## src/core/bbc_pkg.sv

```systemverilog
package bbc_pkg;
    // dword addresses of the two configuration words held here
    localparam logic [7:0] DW_0C = 8'h0c;
    localparam logic [7:0] DW_18 = 8'h18;
    // byte offsets of each field
    localparam logic [7:0] OFF_LINE_SIZE = 8'h0c;
    localparam logic [7:0] OFF_UP_TIMER = 8'h0d;
    localparam logic [7:0] OFF_LAYOUT = 8'h0e;
    localparam logic [7:0] OFF_UP_BUS = 8'h18;
    localparam logic [7:0] OFF_DN_BUS = 8'h19;
    localparam logic [7:0] OFF_HIGH_BUS = 8'h1a;
    localparam logic [7:0] OFF_DN_TIMER = 8'h1b;
    // field bit positions inside a dword
    localparam int LINE_SIZE_LSB = 0;
    localparam int UP_TIMER_LSB = 8;
    localparam int LAYOUT_LSB = 16;
    localparam int UP_BUS_LSB = 0;
    localparam int DN_BUS_LSB = 8;
    localparam int HIGH_BUS_LSB = 16;
    localparam int DN_TIMER_LSB = 24;
    // reset and constant values
    localparam logic [7:0] RST_FIELD = 8'h00;
    localparam logic [7:0] LAYOUT_BRIDGE = 8'h01;
    localparam logic [7:0] LINE_SIZE_MAX = 8'h10;
    // decode result of a primary type 1 configuration
    typedef enum logic [1:0] {BBC_NO_CLAIM, BBC_TO_TYPE0, BBC_PASS_TYPE1} bbc_fwd_e;
endpackage

```

## src/core/bbc_tenure_if.sv

```systemverilog
`timescale 1ns/1ps
`default_nettype none
// master tenure signals for one side of the bridge
interface bbc_tenure_if;
    logic [7:0] timer_val;
    logic frame_start;
    logic master_active;
    logic data_phase;
    logic grant;
    logic mwi;
    logic stop_req;
    logic expired;
    modport cfg (output timer_val, input stop_req, input expired);
    modport ctr (input timer_val, input frame_start, input master_active, input data_phase,
        input grant, input mwi, output stop_req, output expired);
    modport drv (output frame_start, output master_active, output data_phase, output grant,
        output mwi);
endinterface
`default_nettype wire

```

## src/core/bbc_tenure.sv

```systemverilog
`timescale 1ns/1ps
`default_nettype none
// latency timer of one master side
module bbc_tenure (
    // clock and reset
    input wire logic clk_i,
    input wire logic rst_n_i,
    // tenure signals
    bbc_tenure_if.ctr ten
);
    typedef struct packed {
        logic [7:0] count;
        logic expired;
    } bbc_tenure_s;
    bbc_tenure_s st_q, st_d;

    // count clocks from frame assertion until the timer value is reached
    always_comb begin
        st_d = st_q;
        if (ten.frame_start) begin
            st_d.count = 8'h01;
            st_d.expired = (ten.timer_val <= 8'h01);
        end else if (ten.master_active && !st_q.expired) begin
            st_d.count = st_q.count + 8'h01;
            st_d.expired = (st_q.count + 8'h01 >= ten.timer_val);
        end else if (!ten.master_active) begin
            st_d.count = 8'h00;
            st_d.expired = 1'b0;
        end
    end

    always_ff @(posedge clk_i or negedge rst_n_i) begin
        if (!rst_n_i) begin
            st_q <= '0;
        end else begin
            st_q <= st_d;
        end
    end

    assign ten.expired = st_q.expired || (ten.timer_val == 8'h00);
    // zero timer or expired timer: stop at a data phase once grant is gone, except mwi
    assign ten.stop_req = ten.master_active && ten.data_phase && !ten.grant && !ten.mwi
        && ten.expired;

    a_stop_needs_grant_off: assert property (@(posedge clk_i) disable iff (!rst_n_i)
        ten.stop_req |-> !ten.grant && !ten.mwi) else $error("stop with grant or mwi");
    a_zero_timer_stops: assert property (@(posedge clk_i) disable iff (!rst_n_i)
        (ten.timer_val == 8'h00 && ten.master_active && ten.data_phase && !ten.grant
        && !ten.mwi) |-> ten.stop_req) else $error("zero timer did not stop");
    a_expiry_waits: assert property (@(posedge clk_i) disable iff (!rst_n_i)
        (ten.frame_start && ten.timer_val == 8'h04) ##1 ten.master_active [*2]
        |-> !ten.expired) else $error("timer expired early");
endmodule
`default_nettype wire

```

## src/core/bbc_config_regs.sv

```systemverilog
`timescale 1ns/1ps
`default_nettype none
// Notes on behaviour
// line size is an 8-bit writable dword count at 0Ch that resets to zero.
// the usable line size sets prefetch length and where mwi bursts end.
// a line size that is not a power of two or is above 16 is treated as zero.
// software writes only power-of-two line sizes.
// the upstream timer is 8 writable bits at 0Dh, reset zero, counting from frame.
// with a zero upstream timer the bridge releases after one data phase once grant drops.
// the downstream timer is 8 writable bits at 1Bh, reset zero, counting from frame.
// with a zero downstream timer the bridge ends after one data phase once grant drops.
// the layout kind byte at 0Eh always reads 01h.
// the upstream bus index at 18h decides special cycle or upstream forwarding.
// the downstream bus index at 19h decides claiming and conversion to type 0.
// the highest bus below at 1Ah bounds type 1 pass-through with the downstream index.
// software sets the three bus indices before relying on forwarding.
// bus equal downstream goes type 0, above it up to highest passes type 1, else no claim.
// an expired nonzero timer ends the transfer at the next data phase once grant drops.
module bbc_config_regs (
    // clock and reset
    input wire logic clk_sys_i,
    input wire logic rst_n_i,
    // configuration access, type 0 on the upstream bus
    input wire logic cfg_wr_i,
    input wire logic cfg_rd_i,
    input wire logic [7:0] cfg_dw_addr_i,
    input wire logic [3:0] cfg_be_n_i,
    input wire logic [31:0] cfg_wdata_i,
    output logic [31:0] cfg_rdata_o,
    output logic cfg_hit_o,
    // downstream type 1 decode from the upstream side
    input wire logic [7:0] up_t1_bus_i,
    output bbc_pkg::bbc_fwd_e up_t1_fwd_o,
    // upstream forwarding check for type 1 seen downstream
    input wire logic [7:0] dn_t1_bus_i,
    output logic dn_t1_special_o,
    // line size use
    output logic [7:0] eff_line_size_o,
    output logic [7:0] prefetch_dwords_o,
    input wire logic [7:0] mwi_dword_idx_i,
    output logic mwi_line_end_o,
    // upstream master tenure
    input wire logic up_frame_start_i,
    input wire logic up_master_i,
    input wire logic up_data_phase_i,
    input wire logic up_grant_i,
    input wire logic up_mwi_i,
    output logic up_stop_o,
    output logic up_expired_o,
    // downstream master tenure
    input wire logic dn_frame_start_i,
    input wire logic dn_master_i,
    input wire logic dn_data_phase_i,
    input wire logic dn_grant_i,
    input wire logic dn_mwi_i,
    output logic dn_stop_o,
    output logic dn_expired_o
);
    typedef struct packed {
        logic [7:0] line_size;
        logic [7:0] up_timer;
        logic [7:0] up_bus;
        logic [7:0] dn_bus;
        logic [7:0] high_bus;
        logic [7:0] dn_timer;
        logic [31:0] rdata;
        logic hit;
    } bbc_regs_s;
    bbc_regs_s st_q, st_d;
    logic rst_n;
    logic [1:0] rst_sync_q; // kept apart: it resets on the raw pin, the fields on its copy
    logic sel_0c;
    logic sel_18;
    logic [7:0] ls;
    logic ls_ok;

    // reset release through two flip-flops
    always_ff @(posedge clk_sys_i or negedge rst_n_i) begin
        if (!rst_n_i) begin
            rst_sync_q <= 2'h0;
        end else begin
            rst_sync_q <= {rst_sync_q[0], 1'b1};
        end
    end
    assign rst_n = rst_sync_q[1];

    assign sel_0c = (cfg_dw_addr_i == bbc_pkg::DW_0C);
    assign sel_18 = (cfg_dw_addr_i == bbc_pkg::DW_18);

    // register writes per byte lane, reads registered
    always_comb begin
        st_d = st_q;
        st_d.hit = 1'b0;
        if (cfg_wr_i && sel_0c) begin
            if (!cfg_be_n_i[0]) begin
                st_d.line_size = cfg_wdata_i[bbc_pkg::LINE_SIZE_LSB +: 8];
            end
            if (!cfg_be_n_i[1]) begin
                st_d.up_timer = cfg_wdata_i[bbc_pkg::UP_TIMER_LSB +: 8];
            end
        end
        if (cfg_wr_i && sel_18) begin
            if (!cfg_be_n_i[0]) begin
                st_d.up_bus = cfg_wdata_i[bbc_pkg::UP_BUS_LSB +: 8];
            end
            if (!cfg_be_n_i[1]) begin
                st_d.dn_bus = cfg_wdata_i[bbc_pkg::DN_BUS_LSB +: 8];
            end
            if (!cfg_be_n_i[2]) begin
                st_d.high_bus = cfg_wdata_i[bbc_pkg::HIGH_BUS_LSB +: 8];
            end
            if (!cfg_be_n_i[3]) begin
                st_d.dn_timer = cfg_wdata_i[bbc_pkg::DN_TIMER_LSB +: 8];
            end
        end
        if (cfg_rd_i || cfg_wr_i) begin
            st_d.hit = sel_0c || sel_18;
        end
        if (cfg_rd_i) begin
            st_d.rdata = 32'h0000_0000;
            if (sel_0c) begin
                st_d.rdata[bbc_pkg::LINE_SIZE_LSB +: 8] = st_q.line_size;
                st_d.rdata[bbc_pkg::UP_TIMER_LSB +: 8] = st_q.up_timer;
                st_d.rdata[bbc_pkg::LAYOUT_LSB +: 8] = bbc_pkg::LAYOUT_BRIDGE;
            end else if (sel_18) begin
                st_d.rdata[bbc_pkg::UP_BUS_LSB +: 8] = st_q.up_bus;
                st_d.rdata[bbc_pkg::DN_BUS_LSB +: 8] = st_q.dn_bus;
                st_d.rdata[bbc_pkg::HIGH_BUS_LSB +: 8] = st_q.high_bus;
                st_d.rdata[bbc_pkg::DN_TIMER_LSB +: 8] = st_q.dn_timer;
            end
        end
    end

    // field state, cleared to zero on reset
    always_ff @(posedge clk_sys_i or negedge rst_n) begin
        if (!rst_n) begin
            st_q.line_size <= bbc_pkg::RST_FIELD;
            st_q.up_timer <= bbc_pkg::RST_FIELD;
            st_q.up_bus <= bbc_pkg::RST_FIELD;
            st_q.dn_bus <= bbc_pkg::RST_FIELD;
            st_q.high_bus <= bbc_pkg::RST_FIELD;
            st_q.dn_timer <= bbc_pkg::RST_FIELD;
            st_q.rdata <= 32'h0000_0000;
            st_q.hit <= 1'b0;
        end else begin
            st_q.line_size <= st_d.line_size;
            st_q.up_timer <= st_d.up_timer;
            st_q.up_bus <= st_d.up_bus;
            st_q.dn_bus <= st_d.dn_bus;
            st_q.high_bus <= st_d.high_bus;
            st_q.dn_timer <= st_d.dn_timer;
            st_q.rdata <= st_d.rdata;
            st_q.hit <= st_d.hit;
        end
    end

    assign cfg_rdata_o = st_q.rdata;
    assign cfg_hit_o = st_q.hit;

    // usable line size: power of two not above 16, else zero
    assign ls = st_q.line_size;
    assign ls_ok = (ls != 8'h00) && ((ls & (ls - 8'h01)) == 8'h00)
        && (ls <= bbc_pkg::LINE_SIZE_MAX);
    assign eff_line_size_o = ls_ok ? ls : 8'h00;
    // prefetch one line, a single dword when no valid line size
    assign prefetch_dwords_o = ls_ok ? ls : 8'h01;
    // mwi ends on the last dword of a line
    assign mwi_line_end_o = ls_ok
        && ((mwi_dword_idx_i & (ls - 8'h01)) == (ls - 8'h01));

    // type 1 decode against the bus indices
    always_comb begin
        up_t1_fwd_o = bbc_pkg::BBC_NO_CLAIM;
        if (up_t1_bus_i == st_q.dn_bus) begin
            up_t1_fwd_o = bbc_pkg::BBC_TO_TYPE0;
        end else if (up_t1_bus_i > st_q.dn_bus && up_t1_bus_i <= st_q.high_bus) begin
            up_t1_fwd_o = bbc_pkg::BBC_PASS_TYPE1;
        end
    end
    assign dn_t1_special_o = (dn_t1_bus_i == st_q.up_bus);

    // tenure counters on both sides
    bbc_tenure_if up_if ();
    bbc_tenure_if dn_if ();
    assign up_if.timer_val = st_q.up_timer;
    assign up_if.frame_start = up_frame_start_i;
    assign up_if.master_active = up_master_i;
    assign up_if.data_phase = up_data_phase_i;
    assign up_if.grant = up_grant_i;
    assign up_if.mwi = up_mwi_i;
    assign dn_if.timer_val = st_q.dn_timer;
    assign dn_if.frame_start = dn_frame_start_i;
    assign dn_if.master_active = dn_master_i;
    assign dn_if.data_phase = dn_data_phase_i;
    assign dn_if.grant = dn_grant_i;
    assign dn_if.mwi = dn_mwi_i;

    bbc_tenure u_up_tenure (
        .clk_i(clk_sys_i),
        .rst_n_i(rst_n),
        .ten(up_if)
    );
    bbc_tenure u_dn_tenure (
        .clk_i(clk_sys_i),
        .rst_n_i(rst_n),
        .ten(dn_if)
    );
    assign up_stop_o = up_if.stop_req;
    assign up_expired_o = up_if.expired;
    assign dn_stop_o = dn_if.stop_req;
    assign dn_expired_o = dn_if.expired;

    a_layout_fixed: assert property (@(posedge clk_sys_i) disable iff (!rst_n)
        (cfg_rd_i && sel_0c) |=> cfg_rdata_o[23:16] == 8'h01) else $error("layout byte wrong");
    a_line_write: assert property (@(posedge clk_sys_i) disable iff (!rst_n)
        (cfg_wr_i && sel_0c && !cfg_be_n_i[0]) |=> st_q.line_size == $past(cfg_wdata_i[7:0]))
        else $error("line size not stored");
    a_bad_line_zero: assert property (@(posedge clk_sys_i) disable iff (!rst_n)
        (st_q.line_size > 8'h10 || st_q.line_size == 8'h03) |-> eff_line_size_o == 8'h00)
        else $error("bad line size used");
    a_type0_decode: assert property (@(posedge clk_sys_i) disable iff (!rst_n)
        (up_t1_bus_i == st_q.dn_bus) |-> up_t1_fwd_o == bbc_pkg::BBC_TO_TYPE0)
        else $error("type 0 conversion missed");
    a_type1_range: assert property (@(posedge clk_sys_i) disable iff (!rst_n)
        (up_t1_fwd_o == bbc_pkg::BBC_PASS_TYPE1) |-> (up_t1_bus_i > st_q.dn_bus
        && up_t1_bus_i <= st_q.high_bus)) else $error("type 1 out of range");
    a_special_cycle: assert property (@(posedge clk_sys_i) disable iff (!rst_n)
        dn_t1_special_o |-> dn_t1_bus_i == st_q.up_bus) else $error("special cycle wrong");
    a_up_zero_stop: assert property (@(posedge clk_sys_i) disable iff (!rst_n)
        (st_q.up_timer == 8'h00 && up_master_i && up_data_phase_i && !up_grant_i && !up_mwi_i)
        |-> up_stop_o) else $error("upstream did not release");
    a_dn_mwi_exempt: assert property (@(posedge clk_sys_i) disable iff (!rst_n)
        dn_mwi_i |-> !dn_stop_o) else $error("mwi ended by timer");
    a_timer_write: assert property (@(posedge clk_sys_i) disable iff (!rst_n)
        (cfg_wr_i && sel_18 && !cfg_be_n_i[3]) |=> st_q.dn_timer
        == $past(cfg_wdata_i[31:24])) else $error("downstream timer not stored");
endmodule
`default_nettype wire

```

## config.mk

```make
export PLATFORM = sky130hd
export DESIGN_NAME = bbc_config_regs
export DESIGN_NICKNAME = d
export VERILOG_FILES = /design/src/core/bbc_pkg.sv /design/src/core/bbc_tenure_if.sv /design/src/core/bbc_tenure.sv /design/src/core/bbc_config_regs.sv
export SDC_FILE = /design/constraint.sdc
export NUM_CORES = 1
export LEC_CHECK = 0
export CORE_UTILIZATION = 55
export DETAILED_ROUTE_END_ITERATION = 8
export DONT_BUFFER_PORTS = 1
export PLACE_DENSITY = 0.7
export SLEW_MARGIN = 0
export SYNTH_ARGS = -nofsm -noshare
export SYNTH_HDL_FRONTEND = slang
export SYNTH_SLANG_ARGS = --single-unit
```

## constraint.sdc

```tcl
create_clock -name clk_sys_i -period 7.4 [get_ports clk_sys_i]
set_input_delay 0.37 -clock clk_sys_i [delete_from_list [all_inputs] [get_ports clk_sys_i]]
set_output_delay 0.37 -clock clk_sys_i [all_outputs]
set_load 0.01 [all_outputs]
```

Yosys cells after proc, flatten, opt, wreduce, memory -nomap -nowiden
Index checks and enable logic that the tools add are counted.
{"block": "totals", "ff_bits": 101, "inputBits": 82, "out_inout_bits": 57, "wordCells": 86}
{"block": "classes", "addsub": 3, "order_cmp": 7, "n_eq_ne": 7, "n_mux": 14, "bitwise": 6, "reduce_logical": 36}
{"operator": "9-bit 2-to-1 mux", "n": 6}
{"operator": "32-bit 2-to-1 mux", "n": 1}
{"operator": "8-bit == test", "n": 3}
{"operator": "8-bit logical NOT", "n": 3}
{"operator": "24-bit 2-to-1 mux", "n": 1}
{"operator": "8-bit 2-to-1 mux", "n": 3}
{"operator": "8-bit by 1-bit adder with 8-bit output (second input constant)", "n": 2}
{"operator": "8-bit AND", "n": 2}
{"operator": "8-bit greater-or-equal comparator", "n": 2}
{"operator": "8-bit by 1-bit <= comparator with 1-bit output (second input constant)", "n": 2}
{"operator": "1-bit logical AND", "n": 16}
{"operator": "2-bit AND reduction", "n": 6}
{"operator": "8-bit by 4-bit == test with 1-bit output (second input constant)", "n": 1}
{"operator": "8-bit by 5-bit == test with 1-bit output (second input constant)", "n": 1}
{"operator": "8-bit > comparator", "n": 1}
{"operator": "8-bit by 5-bit <= comparator with 1-bit output (second input constant)", "n": 1}
{"operator": "8-bit <= comparator", "n": 1}
{"operator": "8-bit nonzero test", "n": 1}
{"operator": "8-bit by 1-bit subtractor with 8-bit output (second input constant)", "n": 1}
{"operator": "1-bit logical NOT", "n": 6}
{"operator": "3-bit by 2-bit != test with 1-bit output (second input constant)", "n": 2}
{"operator": "1-bit logical OR", "n": 4}
{"operator": "2-bit 2-to-1 mux", "n": 2}
{"operator": "1-bit inverter", "n": 4}
{"operator": "1-bit 2-to-1 mux", "n": 1}

Depth between registers and ports, before layout
Gate-level depths: netlist of the first run.
{"block": "depth", "word_depth": 6, "ltp_mapped": 10, "ltp_nobuf": 9}

By module
From an unflattened synthesis of the first run, not the netlist that was laid out.
{"block": "hier_totals", "hier_cells": 518, "area_unflattened_um2": 5855.6}
{"module": "bbc_config_regs", "instances": 1, "cells_per_inst": 354, "area_per_inst_um2": 4369.2, "seq_area_each_um2": 2077.0}
{"module": "bbc_tenure", "instances": 2, "cells_per_inst": 82, "area_per_inst_um2": 743.2, "seq_area_each_um2": 225.2}

Worst setup path after synthesis of the first run
No wires, ideal clock.
{"block": "synth_timing", "path_type": "register to output", "start": "reg st_q (netlist bit ls[2])", "end": "out prefetch_dwords_o[1]", "arrival_ns": 2.293, "required_ns": 7.030, "path_slack_ns": 4.737, "path_stages_with_launch": 10, "path_buffers": 1, "cell_sequence": "dfrtp_1 or3_1 or3_1 nand2b_1 ha_1 nor4_1 nand3_1 nor2_1 and2_1 buf_4"}
{"block": "synth_via", "elab_chain_cells": 6, "elab_cells_between_ends": 8, "cone_classes": "add/sub (1); order compare (1); mux (1); bitwise (1); reduce/logical (4)"}
{"element": "start, declared", "line_no": "bbc_config_regs.sv:69", "source": "bbc_regs_s st_q, st_d;"}
{"element": "8-bit by 1-bit subtractor with 8-bit output", "line_no": "bbc_config_regs.sv:162", "source": "assign ls_ok = (ls != 8'h00) && ((ls & (ls - 8'h01)) == 8'h00)"}
{"element": "8-bit AND", "line_no": "bbc_config_regs.sv:162"}
{"element": "8-bit logical NOT", "line_no": "bbc_config_regs.sv:162"}
{"element": "1-bit logical AND", "line_no": "bbc_config_regs.sv:162"}
{"element": "1-bit logical AND (*)", "line_no": "bbc_config_regs.sv:163", "source": "&& (ls <= bbc_pkg::LINE_SIZE_MAX);"}
{"element": "8-bit 2-to-1 mux (*)", "line_no": "bbc_config_regs.sv:166", "source": "assign prefetch_dwords_o = ls_ok ? ls : 8'h01;"}
{"element": "end, declared", "line_no": "bbc_config_regs.sv:39", "source": "output logic [7:0] prefetch_dwords_o,"}
Every way passes the cells marked *; elsewhere a longest branch is shown, timed or not.

Worst setup path in the final report of the first run
{"block": "layout_timing", "start": "reg st_q (netlist bit ls[2])", "end": "out eff_line_size_o[3]"}
{"block": "layout_via", "elab_chain_cells": 6, "elab_cells_between_ends": 8, "cone_classes": "add/sub (1); order compare (1); mux (1); bitwise (1); reduce/logical (4)"}
{"element": "8-bit by 1-bit subtractor with 8-bit output", "line_no": "bbc_config_regs.sv:162"}
{"element": "8-bit AND", "line_no": "bbc_config_regs.sv:162"}
{"element": "8-bit logical NOT", "line_no": "bbc_config_regs.sv:162"}
{"element": "1-bit logical AND", "line_no": "bbc_config_regs.sv:162"}
{"element": "1-bit logical AND (*)", "line_no": "bbc_config_regs.sv:163"}
{"element": "8-bit 2-to-1 mux (*)", "line_no": "bbc_config_regs.sv:164", "source": "assign eff_line_size_o = ls_ok ? ls : 8'h00;"}
{"element": "end, declared", "line_no": "bbc_config_regs.sv:38", "source": "output logic [7:0] eff_line_size_o,"}
Marked as above.

==> results of run 1 <==
## cell families after synthesis
family	synth area share, %
and+or+nand+nor	11.4
buffers and inverters	10.7
DFF	42.9
AOI/OAI and AO/OA	7.85
muxes	13.2
adders and majority gates	9.13
xor gates and xnor gates	4.61
other	0.127
## path summary, 6_finish.rpt
| path | slack [ps] | depth (start not counted) | to |
|---|---|---|---|
| setup / recovery | 4200 | 8 | eff_line_size_o[3] |
| hold / removal | 90 | 1 | cfg_rdata_o[24] |
| setup reg to reg | 4980 | 8 | u_dn_tenure.st_q[0] |
| hold reg to reg | 300 | 0 | u_dn_tenure.st_q[5] |
| max in group asynchronous | 5940 | 1 | cfg_rdata_o[4] |
| min in group asynchronous | 220 | 1 | rst_sync_q[1] |
## layout make-up
cell class | count | share of cell area [%]
clock buffer | 11 | 2.22
sequential | 101 | 42.8
clock inverter | 5 | 0.994
tap | 136 | 2.88
timing repair buffer | 3 | 0.423
multi-input combinational | 349 | 46.5
inverter | 66 | 4.19
## through the flow
stage	util (%)	hold slack (ps)
floorplan	-	74.4
global placement	55.1	74.5
detailed placement	55.1	74.5
CTS	57.1	74.5
global route	57.1	73.0
finish	57.1	94.1
## power breakdown
| group | switching, uW | leakage [uW] | internal, uW |
|---|---|---|---|
| clock network | 196 | 0.0000899 | 157 |
| registers | 18.6 | 0.00139 | 562 |
| logic | 43.9 | 0.00123 | 40.1 |
## placed cells by master, fill, tap and decap left out, types with 8 or more instances in the layout
master	instances
a21oi_1	13
mux2_2	32
o21ai_0	24
inv_1	66
nand4_1	9
o22ai_1	22
ha_1	43
nor2_1	24
xnor2_1	23
xor2_1	8
mux2i_1	18
nand2_1	35
clkbuf_8	9
or3_1	8
mux2_4	16
dfrtp_1	100
## sequential cells by signal, summed over array words and instances, names as in the netlist
register          count
cfg_rdata_o          32
st_q                 24
u_dn_tenure.st_q      9
u_up_tenure.st_q      9
dn_if.timer_val       8
ls                    8
up_if.timer_val       8
rst_sync_q            2
cfg_hit_o             1
## worst max-delay path, cell delays in order, from the launching register on
cell	delay [ps]
dfrtp_1	440
or3_1	400
or3_1	330
nand2b_1	160
ha_1	180
nor4_1	220
nand3_1	110
nor2_1	300
and2_1	310
## metal layers
metal  global-route usage [%]  vias up
met1                     28.4     1834
met2                     36.6       95
met5                        0        -
met4                     8.43        0
met3                     6.25       17
li1                         -     1796
==> run metrics, run 1 <==
kind of critical path=reg2out; Reg clk slew, reported paths=100 ps; DR vias=3742; first-pass GRT wire length=19300 um; clk_skew=12.3 ps; Routed Antenna Nets=0; area of the mapped netlist=5890 um^2; Crit Path Max Fanout=7; share of the synthesized area in the top cell type=42.9%; Area Growth Syn to Fin=0.382%; Non-Filler Instances=671; met2 wire length=5710 um; met1 wire length=5050 um; total core area=10400 um^2; CP Launch Type=register; drt wl/cell=17.5 um; final hold vios=0; Worst Setup SP=ls[2]; fmax=0.313 GHz; most common cell in the netlist=dfrtp_1; PortBufs=0; ys flop type=dfrtp_1; CP arrival=2830 ps; gp weighted congestion=0.858; first-pass iteration count of the detailed router=5; synthesized area per cell=10.4 um^2; clk sink count=101; PnR worst setup slack=4200 ps; status=completed; Max Cap Viol=0; clk_lat worst skew=370 ps; Die ar.=11100 um^2; Cells after DPL=654; Tot GR Track Use=22.4%; H-tree levels=3; layout cells sized above 1=13.8%; largest cells by area after synthesis=dfrtp_1, ha_1, mux2_2; nets=655; Ys Warns=0; Hold Path Class=in2reg; vias in the first global route=3915; final setup vio count=0; top sig layer=met4; CP endpoint kind=output port; initial antenna violation count=0; unrepaired setup endpoints after global routing=no; FFs w/ async S/R, synth=100%; Die W=106 um; Worst R2R Start=u_dn_tenure.st_q[3]; post-synthesis cell count=567; power per cell area=172 nW/um^2; Least-Margin Pin Slew=776 ps; area of the multi-input gates=2750 um^2; fill count=900; Place WS=4630 ps; DP HPWL=8940 um; Seq cells post-synth=101; Final Slew Violations=0; area leader, netlist=dfrtp_1; synth cell count leaders=dfrtp_1, inv_1, ha_1; DRC viols=0; antenna diode count=0; final setup TNS=0 ps; post-route minimum period=3200 ps; hold_buf cts=1; initial DRC count=168; num rows=37; Setup Fix Bufs, Post-CTS=0; CTS resizes=0; Total Power=1020 uW; CTS tree=built; Peak VDD IR=92.4 uV; grt total ovfl=0; post-place instance area=5720 um^2; Tcrit/Tclk final=43.2%; worst path required time=7030 ps; WL final=11700 um; TritonCTS Buffers=9; post-synthesis cell type count=43; largest net degree at the start of global routing=63; Storage cell area=2530 um^2; drt via density=5.58; Longest Clk Path Bufs=2; Rel. slew slack=48.2%; Lkg Pwr=0.00271 uW; Seq/Total Area, Yosys=42.9%; initial core utilization=56.8%; Post-synth EDFFs=0; die height=106 um; HP Start=cfg_rd_i; IO Count=139; clock root buffer=clkbuf_8; final instance area=5920 um^2; DR WL met3=732 um
Note: power is estimated with default switching activity, not from simulation.
==> run 2, diff against run 1 <==
--- a/config.mk
+++ b/config.mk
@@ -8,7 +8,7 @@
 export CORE_UTILIZATION = 55
 export DETAILED_ROUTE_END_ITERATION = 8
 export DONT_BUFFER_PORTS = 1
-export PLACE_DENSITY = 0.7
+export PLACE_DENSITY = 0.73
 export SLEW_MARGIN = 0
 export SYNTH_ARGS = -nofsm -noshare
 export SYNTH_HDL_FRONTEND = slang
==> constraint.sdc (replaced) <==
create_clock -name clk_sys_i -period 2.6 [get_ports clk_sys_i]
set_input_delay 0.13 -clock clk_sys_i [delete_from_list [all_inputs] [get_ports clk_sys_i]]
set_output_delay 0.13 -clock clk_sys_i [all_outputs]
set_load 0.01 [all_outputs]
==> run 2 against run 1 <==
The run now ends with setup timing left; final area grew 9.5%; largest power group unchanged; via count grew 7.9%; sequential share of layout area shrank 3.7 points; cell count grew 7.2%; routed wire length grew 8.7%; clock power grew to 2.8 times the previous value; utilization grew 5.4 points; die area is the same; largest cell class unchanged.
==> run metrics, run 2 (synthesis results as in run 1) <==
highest-count cells in the layout ignoring fill and taps=dfrtp_1, inv_1, dlygate4sd3_1, ha_1, nand2_1 (was dfrtp_1, inv_1, ha_1, nand2_1, mux2_2); final instance area=6480 um^2 (was 5920 um^2); largest net degree at the start of global routing=47 (was 63); final setup vio count=11 (was 0); Peak VDD IR=450 uV (was 92.4 uV); fmax=0.363 GHz; Critical path buffers and inverters=0 (unchanged); Total Power=2980 uW (was 1020 uW); drt via density=5.61 (was 5.58); area of the multi-input gates=2850 um^2 (was 2750 um^2); instance count on the critical path=7 (was 8); Tot GR Track Use=23.8% (was 22.4%); clk sink count=101 (unchanged); post-route minimum period=2760 ps; status=complete, but fails checks (was completed); critical-path cell list=or3_4, or3_4, ha_1, nor4_4, nand3_2, nor2_4, and2_4 (was or3_1, or3_1, nand2b_1, ha_1, nor4_1, nand3_1, nor2_1, and2_1); Final Slew Violations=0 (unchanged); IO Count=139 (unchanged); total core area=10400 um^2 (unchanged); most frequent CP cell=or3_4 (was or3_1); worst path required time=2470 ps (was 7030 ps); Largest register FFs=32 (unchanged); clk_lat worst skew=380 ps (was 370 ps); CP Launch Type=register (unchanged); Routed Antenna Nets=0 (unchanged); PnR worst setup slack=-158 ps (was 4200 ps); Crit Path Max Fanout=7 (unchanged); CP endpoint kind=output port (unchanged); gp weighted congestion=0.884 (was 0.858); final setup TNS=-1620 ps (was 0 ps); Reg clk slew, reported paths=100 ps (about the same); Die ar.=11100 um^2 (unchanged); grt total ovfl=0 (unchanged); PortBufs=0 (unchanged); DR vias=4037 (was 3742); DRC viols=0 (unchanged); Cells after DPL=661 (was 654); final hold vios=0 (unchanged); TritonCTS Buffers=9 (unchanged); Storage cell area=2530 um^2 (unchanged); WL final=12700 um (was 11700 um); CP arrival=2630 ps (was 2830 ps); R2R depth=9 (was 8); drt wl/cell=17.7 um (was 17.5 um); Area Growth Syn to Fin=9.91% (was 0.382%); DP HPWL=9160 um (was 8940 um); kind of critical path=reg2out (unchanged); Lkg Pwr=0.00295 uW (was 0.00271 uW); num rows=37 (unchanged); layout cells sized above 1=17.0% (was 13.8%); H-tree levels=3 (unchanged); post-place instance area=5770 um^2 (was 5720 um^2); initial DRC count=114 (was 168); Die W=106 um (unchanged); Tcrit/Tclk final=106%; crit path max-delay cell type=dfrtp_1 (unchanged); Rel. slew slack=49.6% (was 48.2%); CTS tree=built (unchanged); power per cell area=460 nW/um^2 (was 172 nW/um^2); Longest Clk Path Bufs=2 (unchanged); antenna diode count=0 (unchanged); initial antenna violation count=0 (unchanged); die height=106 um (unchanged); commonest non-fill, non-tap cell in the layout=dfrtp_1 (unchanged); clk_skew=10.4 ps (was 12.3 ps); Non-Filler Instances=719 (was 671); failing checks=setup timing; Hold Path Class=in2reg (unchanged); Largest stage delay, worst path=390 ps (was 440 ps); Max Cap Viol=0 (unchanged); fill count=841 (was 900); clock root buffer=clkbuf_8 (unchanged); hold depth=2 (was 1); first-pass iteration count of the detailed router=4 (was 5); initial core utilization=56.8% (unchanged); first-pass GRT wire length=20600 um (was 19300 um); Top Family by Delay on Critical Path=simple AND/OR/NAND/NOR gates (unchanged); Setup Fix Bufs, Post-CTS=0 (unchanged); Least-Margin Pin Slew=754 ps (was 776 ps); vias in the first global route=4272 (was 3915); unrepaired setup endpoints after global routing=yes (was no); nets=703 (was 655)
==> run 2: changes by cell type in the layout (fill, tap and decap cells not counted), moves of 3 or more <==
cell | before | now
dlygate4sd3_1 | 1 | 41
and2_4 | 0 | 6
and2_1 | 7 | 1
buf_4 | 2 | 9
ha_1 | 43 | 40
==> run 2: worst paths after layout <==
kind	from	slack [ps]	endpoint
hold / removal	cfg_rd_i	40	cfg_rdata_o[30]
setup / recovery	ls[0]	-160	prefetch_dwords_o[3]
max in group asynchronous	rst_sync_q[1]	1490	cfg_rdata_o[15]
hold reg to reg	rst_sync_q[1]	340	cfg_rdata_o[30]
min in group asynchronous	rst_sync_q[1]	340	cfg_rdata_o[30]
setup reg to reg	u_up_tenure.st_q[1]	260	u_up_tenure.st_q[0]
==> run 2: where the power goes <==
part	total (uW)	switching, uW	internal, uW
Clock	992	547	445
Sequential	1650	53.8	1600
Combinational	336	162	174
Total	2980	763	2220
==> run 2: final cells by class <==
cell class	count	share of cell area, %
Sequential cell	101	39.1
Clock buffer	12	2.09
Inverter	66	3.82
Tap cell	136	2.63
Timing Repair Buffer	51	7.69
Multi-Input combinational cell	349	43.9
Clock inverter	4	0.772
==> run 2: repair_timing <==
item / in CTS / in global routing
setup endpoints to repair: 11 / 12
hold buffers: 42 / 0
endpoints found under the hold margin: 86 / 0
resized for setup: 19 / 8
pin swaps: 6 / 4
==> run 2: metrics by stage <==
step	setup slack (ps)	utilization, %	hold WS [ps]
finish	-158	62.5	43.5
global route	-258	62.5	28.2
CTS	-38.5	62.1	29.6
detailed placement	117	55.6	-165
global placement	188	55.6	-165
floorplan	177	-	-166
==> run 2: routing by layer <==
metal,track usage (%),wire [um]
met5,0,0
met4,8.93,311
met3,6.93,693
met2,41.2,6500
met1,28.1,5210
==> run 3, diff against run 2 <==
--- a/config.mk
+++ b/config.mk
@@ -5,6 +5,7 @@
 export SDC_FILE = /design/constraint.sdc
 export NUM_CORES = 1
 export LEC_CHECK = 0
+export CORE_MARGIN = 3
 export CORE_UTILIZATION = 55
 export DETAILED_ROUTE_END_ITERATION = 8
 export DONT_BUFFER_PORTS = 1
==> constraint.sdc (replaced) <==
create_clock -name clk_sys_i -period 2.5 [get_ports clk_sys_i]
set_input_delay 0.125 -clock clk_sys_i [delete_from_list [all_inputs] [get_ports clk_sys_i]]
set_output_delay 0.125 -clock clk_sys_i [all_outputs]
set_load 0.01 [all_outputs]
==> run 3 against run 2 <==
Final area is 1.9% higher; sequential power is 4% higher; count of clock-buffer cells in the layout stayed put; combinational power is 5% higher; critical path depth stayed put; first-iteration DRC count is 110% higher; register-to-register slack worse by 190 ps; highest routed layer unchanged; the flow still finishes with violations (setup timing).
==> run metrics, run 3 (synthesis results as in run 1) <==
Rel. slew slack=56.0% (was 49.6%); antenna diode count=0 (unchanged); WL final=12900 um (was 12700 um); Largest register FFs=32 (unchanged); kind of critical path=reg2out (unchanged); post-route minimum period=2780 ps; TritonCTS Buffers=9 (unchanged); Top Family by Delay on Critical Path=simple AND/OR/NAND/NOR gates (unchanged); highest-count cells in the layout ignoring fill and taps=dfrtp_1, inv_1, ha_1, dlygate4sd3_1, nand2_1 (was dfrtp_1, inv_1, dlygate4sd3_1, ha_1, nand2_1); DRC viols=0 (unchanged); drt via density=5.56 (was 5.61); PnR worst setup slack=-283 ps (was -158 ps); Largest stage delay, worst path=390 ps (about the same); DR vias=4040 (was 4037); crit path max-delay cell type=dfrtp_1 (unchanged); Crit Path Max Fanout=7 (unchanged); critical-path cell list=or3_4, or3_4, ha_1, nor4_1, nand3_2, nor2_4, and2_4 (was or3_4, or3_4, ha_1, nor4_4, nand3_2, nor2_4, and2_4); Final Slew Violations=0 (unchanged); Tot GR Track Use=22.5% (was 23.8%); commonest non-fill, non-tap cell in the layout=dfrtp_1 (unchanged); PortBufs=0 (unchanged); grt total ovfl=0 (unchanged); post-place instance area=5810 um^2 (was 5770 um^2); CP arrival=2660 ps (was 2630 ps); Die W=110 um (was 106 um); hold depth=2 (unchanged); Die ar.=12000 um^2 (was 11100 um^2); Tcrit/Tclk final=111%; final setup vio count=11 (unchanged); nets=711 (was 703); clock root buffer=clkbuf_8 (unchanged); IO Count=139 (unchanged); Least-Margin Pin Slew=659 ps (was 754 ps); first-pass GRT wire length=20900 um (was 20600 um); Lkg Pwr=0.00303 uW (was 0.00295 uW); clk_lat worst skew=360 ps (was 380 ps); CTS tree=built (unchanged); initial antenna violation count=0 (unchanged); gp weighted congestion=0.845 (was 0.884); failing checks=setup timing (unchanged); H-tree levels=3 (unchanged); final hold vios=0 (unchanged); num rows=37 (unchanged); most frequent CP cell=or3_4 (unchanged); Longest Clk Path Bufs=2 (unchanged); vias in the first global route=4341 (was 4272); final instance area=6600 um^2 (was 6480 um^2); fmax=0.359 GHz; drt wl/cell=17.8 um (was 17.7 um); largest net degree at the start of global routing=52 (was 47); first-pass iteration count of the detailed router=4 (unchanged); CP Launch Type=register (unchanged); Routed Antenna Nets=0 (unchanged); Area Growth Syn to Fin=12.0% (was 9.91%); die height=110 um (was 106 um); Max Cap Viol=0 (unchanged); Critical path buffers and inverters=0 (unchanged); HP Start=cfg_rd_i (unchanged); initial core utilization=56.8% (unchanged); total core area=10400 um^2 (unchanged); Peak VDD IR=322 uV (was 450 uV); Hold Path Class=in2reg (unchanged); Place WS=12.6 ps (was 117 ps); power per cell area=503 nW/um^2 (was 460 nW/um^2); initial DRC count=234 (was 114); Worst R2R Start=u_dn_tenure.st_q[3] (was u_up_tenure.st_q[1]); instance count on the critical path=7 (unchanged); clk_skew=6.24 ps (was 10.4 ps); unrepaired setup endpoints after global routing=yes (unchanged); R2R depth=8 (was 9); status=complete, but fails checks (unchanged); Worst Setup SP=ls[0] (unchanged); layout cells sized above 1=17.6% (was 17.0%); Reg clk slew, reported paths=90 ps (was 100 ps); CP endpoint kind=output port (unchanged); final core utilization=63.7% (was 62.5%); clk sink count=101 (unchanged); worst path required time=2380 ps (was 2470 ps); DP HPWL=9430 um (was 9160 um)
==> run 3: cell count changes in the layout (fill, tap and decap cells not counted), moves of 2 or more <==
cell        previous run  this run
buf_12                 1         3
ha_2                   2         0
clkinvlp_4             2         0
bufinv_16              1         3
buf_4                  9        15
ha_1                  40        42
==> run 3: through the flow <==
step / hold slack [ps] / power (uW) / TNS [ps] / instances
CTS: 36.7 / 3330 / -1480 / 722
global placement: -170 / 1990 / 0 / 663
floorplan: -171 / 1960 / 0 / 572
detailed placement: -170 / 2010 / 0 / 663
finish: 48.3 / 3320 / -2970 / 727
global route: 35.6 / 3470 / -4040 / 727
==> run 3: power breakdown <==
part	internal (uW)	total, uW	switching [uW]
Sequential	1660	1720	57.0
Combinational	187	352	165
Clock	692	1250	554
==> run 3: timing repair <==
action	in CTS	in global routing
pin swaps	8	7
endpoints found under the setup margin	11	14
endpoints found under the hold margin	86	0
buffers inserted	1	5
resized for setup	18	4
hold buffers	42	0
==> run 3: final timing paths <==
check	to	slack, ps
setup / recovery	prefetch_dwords_o[4]	-280
hold / removal	cfg_rdata_o[30]	50
setup reg to reg	u_dn_tenure.st_q[0]	70
hold reg to reg	rst_sync_q[1]	360
max in group asynchronous	st_q[46]	1450
min in group asynchronous	cfg_rdata_o[0]	380
==> run 3: cell type report <==
type                       instances  area, um^2
fill                             848        3770
multi-input combinational        349        2830
sequential                       101        2530
timing repair buffer              59         583
inverter                          66         248
tap                              136         170
clock buffer                      12         145
clock inverter                     4        95.1
==> run 3: routing by layer <==
metal | track usage [%] | part of all wire [%]
met1 | 27.1 | 41
met2 | 39.2 | 51
met3 | 6.22 | 6.5
met4 | 7.03 | 1.8
met5 | 0 | 0
